<file path="config.mk">
export PLATFORM = sky130hd
export DESIGN_NAME = uss_top
export DESIGN_NICKNAME = d
export VERILOG_FILES = /design/src/design/uss_pkg.sv /design/src/design/uss_top.sv /design/src/design/uss_sync.sv /design/src/design/uss_bus_cond.sv
export VERILOG_INCLUDE_DIRS = /design/src /design/src/design
export SDC_FILE = /design/constraint.sdc
export NUM_CORES = 1
export LEC_CHECK = 0
export BUFFER_PORTS_ARGS = -buffer_cell sky130_fd_sc_hd__buf_2
export CAP_MARGIN = 20
export CORE_ASPECT_RATIO = 1.4
export CORE_MARGIN = 2
export CORE_UTILIZATION = 32
export CTS_CLUSTER_SIZE = 12
export DETAILED_ROUTE_END_ITERATION = 8
export SYNTH_ARGS = -nofsm -noshare
export SYNTH_HDL_FRONTEND = slang
export SYNTH_SLANG_ARGS = --single-unit
export TNS_END_PERCENT = 100
</file>
<file path="constraint.sdc">
create_clock -name clk_sys -period 2 [get_ports clk_sys]
set_clock_uncertainty 0.1 [all_clocks]
set_input_delay 0.1 -clock clk_sys [delete_from_list [all_inputs] [get_ports clk_sys]]
set_output_delay 0.1 -clock clk_sys [all_outputs]
set_load 0.1 [all_outputs]
</file>
<file path="src/design/uss_cfg.svh">
// Register offsets, field positions and reset values of the serial shift unit.
//
// Overview of operation
// Counter wrap fifteen to zero sets overflow.
// Overflow clears on written one, releases hold.
// Overflow interrupt when flag and enables set.
// Start flag: bus start, else counter increment.
// Start clears on written one, releases hold.
// Start interrupt when flag and enables set.
// Start interrupt wakes from every sleep mode.
// Overflow interrupt wakes from idle only.
// Stop flag on bus stop, no interrupt.
// Collision reads shift MSB differing from pin.
// Counter readable and writable in status nibble.
// Counter counts ticks of selected clock source.
// External source plus strobe select uses toggle.
// External pin: both edges increment counter.
// Data write hits shift register, beats shift.
// Shift toward MSB taking data input.
// Inputs feed unit even with outputs disabled.
// Data output pin fed from MSB via latch.
// Latch half-open external, always open internal.
// Data pin driven only when direction is output.
// Pending flag interrupts once enables become set.
// Software presets counter to fifteen for edge interrupt.
// Wire mode: off, three-wire, two-wire, two-wire.
// Mode three also holds clock after overflow.
`ifndef USS_CFG_SVH
`define USS_CFG_SVH

// Register indexes; the byte address is four times the index.
`define USS_IDX_CTRL 8'hb8
`define USS_IDX_STATUS 8'hb9
`define USS_IDX_DATA 8'hba
`define USS_IDX_AUX 8'hbb

// Status register fields.
`define USS_ST_START 7
`define USS_ST_OVF 6
`define USS_ST_STOP 5
`define USS_ST_COLL 4

// Control register strobe fields.
`define USS_CR_STROBE 1
`define USS_CR_TOGGLE 0

// Auxiliary register fields.
`define USS_AUX_CPORT 5

// Reset values.
`define USS_CTRL_RST 8'h00
`define USS_STATUS_RST 8'h00
`define USS_DATA_RST 8'h00
`define USS_AUX_RST 8'h60

// Counter top value and idle sleep code.
`define USS_CNT_MAX 4'hf
`define USS_SLEEP_IDLE 2'h1

`endif

</file>
<file path="src/design/uss_pkg.sv">
// Types shared by the serial shift unit files.
package uss_pkg;

  // Wire mode encodings.
  typedef enum logic [1:0] {
    USS_WIRE_OFF = 2'h0,
    USS_WIRE_THREE = 2'h1,
    USS_WIRE_TWO = 2'h2,
    USS_WIRE_TWO_HOLD = 2'h3
  } uss_wire_e;

  // Control register layout.
  typedef struct packed {
    logic startIrqEnable;
    logic overflowIrqEnable;
    uss_wire_e wireModeSelect;
    logic [1:0] clockSourceSelect;
    logic clockStrobeSelect;
    logic clockToggleStrobe;
  } uss_ctrl_s;

  // Auxiliary register layout: global enable, sleep, pin directions, ports.
  typedef struct packed {
    logic spare;
    logic dataPort;
    logic clkPort;
    logic clkDirOut;
    logic dataDirOut;
    logic [1:0] sleepMode;
    logic globalIrqEnable;
  } uss_aux_s;

endpackage

</file>
<file path="src/design/uss_top.sv">
// Serial shift unit: shift register, counter, flags and APB registers.
`timescale 1ns/1ps
`include "uss_cfg.svh"
module uss_top (
  // System clock and reset.
  input wire logic clk_sys,
  input wire logic reset,
  // APB slave.
  input wire logic psel,
  input wire logic penable,
  input wire logic pwrite,
  input wire logic [11:0] paddr,
  input wire logic [31:0] pwdata,
  output logic [31:0] prdata,
  output logic pready,
  output logic pslverr,
  // Timer compare match pulse, same clock domain.
  input wire logic timerMatch,
  // Serial data pin (data input, or open-drain data line).
  input wire logic dataIn,
  output logic sdaOut,
  output logic sdaOeN,
  // Three-wire data output pin.
  output logic doOut,
  output logic doOeN,
  // Serial clock pin.
  input wire logic clkIn,
  output logic clkOut,
  output logic clkOeN,
  // Interrupt and wake requests toward the processor.
  output logic irqStart,
  output logic irqOverflow,
  output logic wakeReq
);

  // Synchronised pin levels and the previous clock level.
  logic [1:0] syncIn;
  logic sclLvl, sdaLvl, sclPrev, sclRise, sclFall;
  // Register state.
  uss_pkg::uss_ctrl_s ctrl; // Control register.
  uss_pkg::uss_aux_s aux; // Auxiliary register.
  logic [7:0] shiftReg; // Shift register, accessed with no buffer.
  logic [3:0] cnt; // Edge and tick counter.
  logic startFlag, ovfFlag, stopFlag;
  // Bus decode and per-register write enables.
  logic [7:0] regIdx;
  logic aligned, hitCtrl, hitStatus, hitData, hitAux, mapped;
  logic wrEn, wrCtrl, wrStatus, wrData, wrAux;
  // Clocking of the shift register and counter, and mode decode.
  logic shiftTick, cntTick, toggleStrobe;
  logic extSel, twoWire, threeWire, collision;
  // Bus condition pulses.
  logic startSeen, stopSeen;
  // Output latch and clock hold state.
  logic latchOpen, outLatch, startHold, sdaLow, sclLow;

  // Both pins cross into this domain before anything looks at them.
  uss_sync #(.WIDTH(2)) u_sync (
    .clk_sys(clk_sys),
    .reset(reset),
    .asyncIn({clkIn, dataIn}),
    .syncOut(syncIn)
  );

  assign sclLvl = syncIn[1];
  assign sdaLvl = syncIn[0];

  // The detector runs only in two-wire modes.
  uss_bus_cond u_cond (
    .clk_sys(clk_sys),
    .reset(reset),
    .enable(twoWire),
    .sdaLevel(sdaLvl),
    .sclLevel(sclLvl),
    .startSeen(startSeen),
    .stopSeen(stopSeen)
  );

  // Remember the clock level so both of its edges can be seen.
  always_ff @(posedge clk_sys or posedge reset) begin
    if (reset) begin
      sclPrev <= 1'b0;
    end else begin
      sclPrev <= sclLvl;
    end
  end

  assign sclRise = sclLvl & ~sclPrev;
  assign sclFall = ~sclLvl & sclPrev;

  // Mode decode; inputs stay live in every mode.
  assign twoWire = ctrl.wireModeSelect[1];
  assign threeWire = (ctrl.wireModeSelect == uss_pkg::USS_WIRE_THREE);
  assign extSel = ctrl.clockSourceSelect[1];

  // Word-aligned decode; printed offsets are indexes.
  assign regIdx = paddr[9:2];
  assign aligned = (paddr[1:0] == 2'h0) && (paddr[11:10] == 2'h0);
  assign hitCtrl = aligned && (regIdx == `USS_IDX_CTRL);
  assign hitStatus = aligned && (regIdx == `USS_IDX_STATUS);
  assign hitData = aligned && (regIdx == `USS_IDX_DATA);
  assign hitAux = aligned && (regIdx == `USS_IDX_AUX);
  assign mapped = hitCtrl | hitStatus | hitData | hitAux;

  // The slave never stalls; unmapped accesses answer with an error.
  assign pready = 1'b1;
  assign pslverr = psel & penable & ~mapped;

  // Writes take effect in the access phase only.
  assign wrEn = psel & penable & pwrite;
  assign wrCtrl = wrEn & hitCtrl;
  assign wrStatus = wrEn & hitStatus;
  assign wrData = wrEn & hitData;
  assign wrAux = wrEn & hitAux;

  // Strobe bits act only when written as one; the toggle acts with any source.
  assign toggleStrobe = wrCtrl & pwdata[`USS_CR_TOGGLE];

  // Select the tick that clocks the shift register and counter.
  // Strobes use the value being written, so one write can pick the
  // source and fire the strobe together.
  always_comb begin
    shiftTick = 1'b0;
    cntTick = 1'b0;
    if (wrCtrl && (pwdata[3:2] == 2'h0) && pwdata[`USS_CR_STROBE]) begin
      // Software strobe source.
      shiftTick = 1'b1;
      cntTick = 1'b1;
    end else if (toggleStrobe && pwdata[3] && pwdata[`USS_CR_STROBE]) begin
      // External source clocked by the toggle strobe.
      shiftTick = 1'b1;
      cntTick = 1'b1;
    end else if (ctrl.clockSourceSelect == 2'h1) begin
      // Timer compare source.
      shiftTick = timerMatch;
      cntTick = timerMatch;
    end else if (extSel && !ctrl.clockStrobeSelect) begin
      // Pin edges: both count, one polarity shifts.
      cntTick = sclRise | sclFall;
      shiftTick = ctrl.clockSourceSelect[0] ? sclFall : sclRise;
    end
  end

  // Control register; the toggle bit is a strobe and is not stored.
  always_ff @(posedge clk_sys or posedge reset) begin
    if (reset) begin
      ctrl <= uss_pkg::uss_ctrl_s'(`USS_CTRL_RST);
    end else if (wrCtrl) begin
      ctrl <= uss_pkg::uss_ctrl_s'({pwdata[7:1], 1'b0});
    end
  end

  // Auxiliary register; the toggle strobe flips the clock port bit.
  always_ff @(posedge clk_sys or posedge reset) begin
    if (reset) begin
      aux <= uss_pkg::uss_aux_s'(`USS_AUX_RST);
    end else if (wrAux) begin
      aux <= uss_pkg::uss_aux_s'({1'b0, pwdata[6:0]});
    end else if (toggleStrobe) begin
      aux.clkPort <= ~aux.clkPort;
    end
  end

  // Shift register: a write wins over a coincident shift.
  always_ff @(posedge clk_sys or posedge reset) begin
    if (reset) begin
      shiftReg <= `USS_DATA_RST;
    end else if (wrData) begin
      shiftReg <= pwdata[7:0];
    end else if (shiftTick) begin
      shiftReg <= {shiftReg[6:0], sdaLvl};
    end
  end

  // Counter: software writes take priority over counting.
  always_ff @(posedge clk_sys or posedge reset) begin
    if (reset) begin
      cnt <= 4'(`USS_STATUS_RST);
    end else if (wrStatus) begin
      cnt <= pwdata[3:0];
    end else if (cntTick) begin
      cnt <= cnt + 4'h1;
    end
  end

  // Overflow flag: set on wrap, cleared by a written one; a status write blocks the set.
  always_ff @(posedge clk_sys or posedge reset) begin
    if (reset) begin
      ovfFlag <= 1'b0;
    end else if (cntTick && !wrStatus && cnt == `USS_CNT_MAX) begin
      ovfFlag <= 1'b1;
    end else if (wrStatus && pwdata[`USS_ST_OVF]) begin
      ovfFlag <= 1'b0;
    end
  end

  // Start flag: bus start in two-wire modes, else every increment.
  always_ff @(posedge clk_sys or posedge reset) begin
    if (reset) begin
      startFlag <= 1'b0;
    end else if (twoWire ? startSeen : cntTick) begin
      startFlag <= 1'b1;
    end else if (wrStatus && pwdata[`USS_ST_START]) begin
      startFlag <= 1'b0;
    end
  end

  // Stop flag: two-wire stop only; it feeds no interrupt.
  always_ff @(posedge clk_sys or posedge reset) begin
    if (reset) begin
      stopFlag <= 1'b0;
    end else if (twoWire && stopSeen) begin
      stopFlag <= 1'b1;
    end else if (wrStatus && pwdata[`USS_ST_STOP]) begin
      stopFlag <= 1'b0;
    end
  end

  // Collision compares the MSB with the sensed line.
  assign collision = shiftReg[7] ^ sdaLvl;

  // Read data is captured in the setup cycle so it comes from a flop.
  always_ff @(posedge clk_sys or posedge reset) begin
    if (reset) begin
      prdata <= 32'h0;
    end else if (psel && !penable) begin
      unique case (1'b1)
        hitCtrl: prdata <= {24'h0, ctrl};
        hitStatus: prdata <= {24'h0, startFlag, ovfFlag, stopFlag,
                              collision, cnt};
        hitData: prdata <= {24'h0, shiftReg};
        hitAux: prdata <= {24'h0, aux};
        default: prdata <= 32'h0;
      endcase
    end
  end

  // Latch window: with a pin clock it opens on the edge opposite to
  // sampling and closes on the sampling edge, so output and input
  // change on opposite edges; with internal clocks it stays open.
  always_ff @(posedge clk_sys or posedge reset) begin
    if (reset) begin
      latchOpen <= 1'b1;
    end else if (!extSel) begin
      latchOpen <= 1'b1;
    end else if (ctrl.clockSourceSelect[0] ? sclFall : sclRise) begin
      latchOpen <= 1'b0;
    end else if (ctrl.clockSourceSelect[0] ? sclRise : sclFall) begin
      latchOpen <= 1'b1;
    end
  end

  // The output latch follows the MSB while open.
  always_ff @(posedge clk_sys or posedge reset) begin
    if (reset) begin
      outLatch <= 1'b1;
    end else if (!extSel || latchOpen) begin
      outLatch <= shiftReg[7];
    end
  end

  // Start hold: after a start, the next clock fall is held low until
  // the start flag is cleared.
  always_ff @(posedge clk_sys or posedge reset) begin
    if (reset) begin
      startHold <= 1'b0;
    end else begin
      startHold <= twoWire & startFlag & (startHold | sclFall);
    end
  end

  // Open-drain pulls; overflow hold only in the second two-wire mode.
  assign sdaLow = twoWire & aux.dataDirOut & (~outLatch | ~aux.dataPort);
  assign sclLow = twoWire & aux.clkDirOut & (~aux.clkPort | startHold |
    (ctrl.wireModeSelect == uss_pkg::USS_WIRE_TWO_HOLD && ovfFlag));

  // The open-drain data line only ever drives low.
  assign sdaOut = 1'b0;

  // Pin drivers, registered; enables are active low.
  always_ff @(posedge clk_sys or posedge reset) begin
    if (reset) begin
      sdaOeN <= 1'b1;
      doOut <= 1'b1;
      doOeN <= 1'b1;
      clkOut <= 1'b1;
      clkOeN <= 1'b1;
    end else begin
      sdaOeN <= ~sdaLow;
      doOut <= outLatch;
      doOeN <= ~(threeWire & aux.dataDirOut);
      clkOut <= twoWire ? 1'b0 : aux.clkPort;
      clkOeN <= twoWire ? ~sclLow : ~(threeWire & aux.clkDirOut);
    end
  end

  // Interrupt requests follow flag and enables, so a pending flag
  // fires as soon as its enables are set.
  always_ff @(posedge clk_sys or posedge reset) begin
    if (reset) begin
      irqStart <= 1'b0;
      irqOverflow <= 1'b0;
    end else begin
      irqStart <= startFlag & ctrl.startIrqEnable &
        aux.globalIrqEnable;
      irqOverflow <= ovfFlag & ctrl.overflowIrqEnable &
        aux.globalIrqEnable;
    end
  end

  // Wake: start from any sleep mode, overflow from idle only.
  always_ff @(posedge clk_sys or posedge reset) begin
    if (reset) begin
      wakeReq <= 1'b0;
    end else begin
      wakeReq <= irqStart | (irqOverflow &&
        aux.sleepMode == `USS_SLEEP_IDLE);
    end
  end
endmodule // uss_top

</file>
<file path="src/design/uss_sync.sv">
// Two-stage synchroniser for pin levels.
`timescale 1ns/1ps
module uss_sync #(
  parameter int WIDTH = 2
) (
  // Clock and reset.
  input wire logic clk_sys,
  input wire logic reset,
  // Levels from outside and their synchronised copies.
  input wire logic [WIDTH-1:0] asyncIn,
  output logic [WIDTH-1:0] syncOut
);

  // First stage is read only by the second stage.
  logic [WIDTH-1:0] stageOne;

  // Both stages reset to zero.
  always_ff @(posedge clk_sys or posedge reset) begin
    if (reset) begin
      stageOne <= '0;
      syncOut <= '0;
    end else begin
      stageOne <= asyncIn;
      syncOut <= stageOne;
    end
  end

endmodule // uss_sync

</file>
<file path="src/design/uss_bus_cond.sv">
// Start and stop condition detector for the two-wire bus.
`timescale 1ns/1ps
module uss_bus_cond (
  // Clock and reset.
  input wire logic clk_sys,
  input wire logic reset,
  // Detector enable and synchronised line levels.
  input wire logic enable,
  input wire logic sdaLevel,
  input wire logic sclLevel,
  // One-cycle condition pulses.
  output logic startSeen,
  output logic stopSeen
);

  // Previous data line level, for edge finding.
  logic sdaPrev;

  // Track the data line each cycle.
  always_ff @(posedge clk_sys or posedge reset) begin
    if (reset) begin
      sdaPrev <= 1'b1;
    end else begin
      sdaPrev <= sdaLevel;
    end
  end

  // A data edge while the clock is high marks a condition.
  assign startSeen = enable & sclLevel & sdaPrev & ~sdaLevel;
  assign stopSeen = enable & sclLevel & ~sdaPrev & sdaLevel;

endmodule // uss_bus_cond

</file>
==> run metrics <==
period utilization 94.0%; clk sink count 54; CTS tree done; Int Pwr 1.76 mW; Detailed Place HPWL 4.80 mm; FFs w/ async S/R, synth 100%; die span in y 114 um; number of cell rows 40; Startpoint Class primary input; diode count 0; fin crit period 1.88 ns; WP buf/inv 3; Synth Warn # 0; power density over the cells 728 mW/mm^2; Sw Pwr 0.697 mW; DRC Markers 0; #FFs+latches synth 54; Port Buffer Count 44; vias per cell 4.65; Top FF cell, synth dfrtp_1; clock power share 39.9%; Crit. path cell count 6; Post-Syn Instances 252; CP max stage delay 0.57 ns; CORE AREA 0.00846 sq mm; Tightest Pin Transition 0.568 ns; Yosys cell types 48; 1st-iter DRT viols 137; Worst Hold Slack 0.0222 ns; RR Endpoint cnt[2]; most used cell, CP buf_2; DR pass1 iterations 4; Setup Viol. Count Final 0; final estimated routing congestion in global placement 0.821; Max transition margin 62.1%; RSZ-0062 raised after global routing false; critical path's slowest cell or4b_4; critical path class primary input to primary output; worst r2r src u_sync.syncOut[1]; Die W 82.5 um; H-tree lvl count 2; sw frac 28.4%; final design area excluding fillers 0.00338 sq mm; Post-DRT Antenna Nets 0; vias in the first global route 1,928; final WL 6.20 mm; initial cell density of the core 32.6%; die area 0.00939 sq mm; Mapped Avg Cell Area 10.9 sq um; hold crit path type primary input to flip-flop; Data arrival, critical path 1.68 ns; FMAX 0.532 GHz; Clock Latency Late Sink 0.29 ns; most frequent cells in the layout 44 x dfrtp_1, 44 x buf_2, 39 x nand2_1; WL/cell 14.5 um; status complete, no violations; # Max-Cap Violations 0; Cell Chain, Critical Path buf_2, or4b_4, nor4_2, buf_4, nor2_2, buf_2; Final nets 375; Seq pwr share 45.2%; IO Count 95; largest net degree at the start of global routing 31; Cell Area, Placed 0.00311 sq mm; static leakage 1.55 nW; Worst Path Max Fanout 11; initial antenna violation count 0; share of layout cells above drive strength 1 33.6%; CP required 1.80 ns; register-to-register setup slack 0.18 ns; Setup crit start paddr[8]; first-pass GRT wire length 9.85 mm; Combinational Power Share 15.0%; Layout area overhead 22.4%; Final Hold Vio Count 0; Syn Std Cell Area 0.00276 sq mm; CTS clk-pin slew, worst paths 0.07 ns; Slew Viols, Final 0; CTS Buf Count 5; register area share after synthesis 49.5%; CP Capture Type primary output; Critical Path Sink pslverr; gr ovfl total 0; EDFF count, synth 0; Crit path max-delay family simple AND/OR/NAND/NOR gates; All-Layer GR Usage 14.1%; worst vdd ir 0.000417 V; Vias 1,981; R2R depth 7; clock root buffer clkbuf_16; clk buf depth 2
state kept, by name (all words and copies together), names as in the netlist, 2 cells and up:
signal,cells
ctrl,7
prdata,8
u_sync.stageOne,2
shiftReg,8
cnt,4
u_sync.syncOut,2
aux,7
per-stage QoR:
step	total power, mW	setup slack, ns	std cells	utilization [%]	TNS (ns)
finish	2.46	0.121	426	39.9	0
global route	2.54	0.0169	426	39.9	0
CTS	2.48	0.104	426	39.9	0
detailed placement	1.49	-0.0478	408	36.8	-0.119
global placement	1.48	-0.0111	408	36.8	-0.0132
floorplan	1.45	0.105	276	-	0
synthesized netlist by cell type, drive strengths merged (4+ instances only):
library cell  count  share of area [%]
nor2              9                1.2
buf              30                8.0
nor3              4               0.91
o21ai            23                4.2
nand2            39                5.3
nand2b            6                1.4
mux2             15                6.1
nand3             4               0.73
mux4              6                4.9
dfrtp            44                 40
inv               9                1.2
mux2i            11                4.0
dfstp            10                9.5
cells by family after synthesis:
logic type,synth area share (%)
other,0.272
AND/OR/NAND/NOR,14.8
flip-flops,49.5
XOR/XNOR,0.953
adder cells (fa/ha/maj),1.36
AO/OA/AOI/OAI,8.53
multiplexers,15.0
buffers and inverters,9.62
metal layers:
metal	track usage, %	vias to the layer above	share of wire (%)
met2	24.2	70	52
met1	16.8	951	41
li1	-	950	-
met5	0	-	0
met4	6.44	0	2.6
met3	2.61	10	5.1
power groups by stage:
| stage | sequential, mW | combinational (mW) | clock [mW] |
|---|---|---|---|
| 2_1_floorplan | 1.13 | 0.324 | 0 |
| 4_1_cts | 1.11 | 0.371 | 0.999 |
| 5_1_grt | 1.11 | 0.390 | 1.04 |
| 6_report | 1.11 | 0.368 | 0.980 |
| 3_5_place_dp | 1.13 | 0.356 | 0 |
| 3_3_place_gp | 1.13 | 0.352 | 0 |
how the worst min path moves through the flow:
stage	cells after the start	from	end
global route	3	pwdata[0]	shiftReg[0]
finish	3	pwdata[0]	shiftReg[0]
floorplan	0	dataIn	u_sync.stageOne[0]
CTS	3	pwdata[0]	shiftReg[0]
global placement	2	reset	stopFlag
detailed placement	2	reset	ctrl[5]
final cells by class:
class	instances	area (sq um)
flip-flops and latches	54	1360
multi-input cells	180	1230
clock buffers	6	129
repair buffers	70	453
clock inverters	2	37.5
fillers	833	5080
well taps	105	131
inverters	9	33.8
tightest hold or removal path: cells and delay by family:
family	cells	cell delay (ns)
AO/OA/AOI/OAI	1	0.06
buffers and inverters	1	0.15
AND/OR/NAND/NOR	1	0.06
what timing repair did:
item	CTS	global route
resized for setup	0	2
endpoints found under the hold margin	31	0
setup buffers	0	0
hold buffers	10	0
endpoints found under the setup margin	0	5
Power figures use the tool's default switching activity.
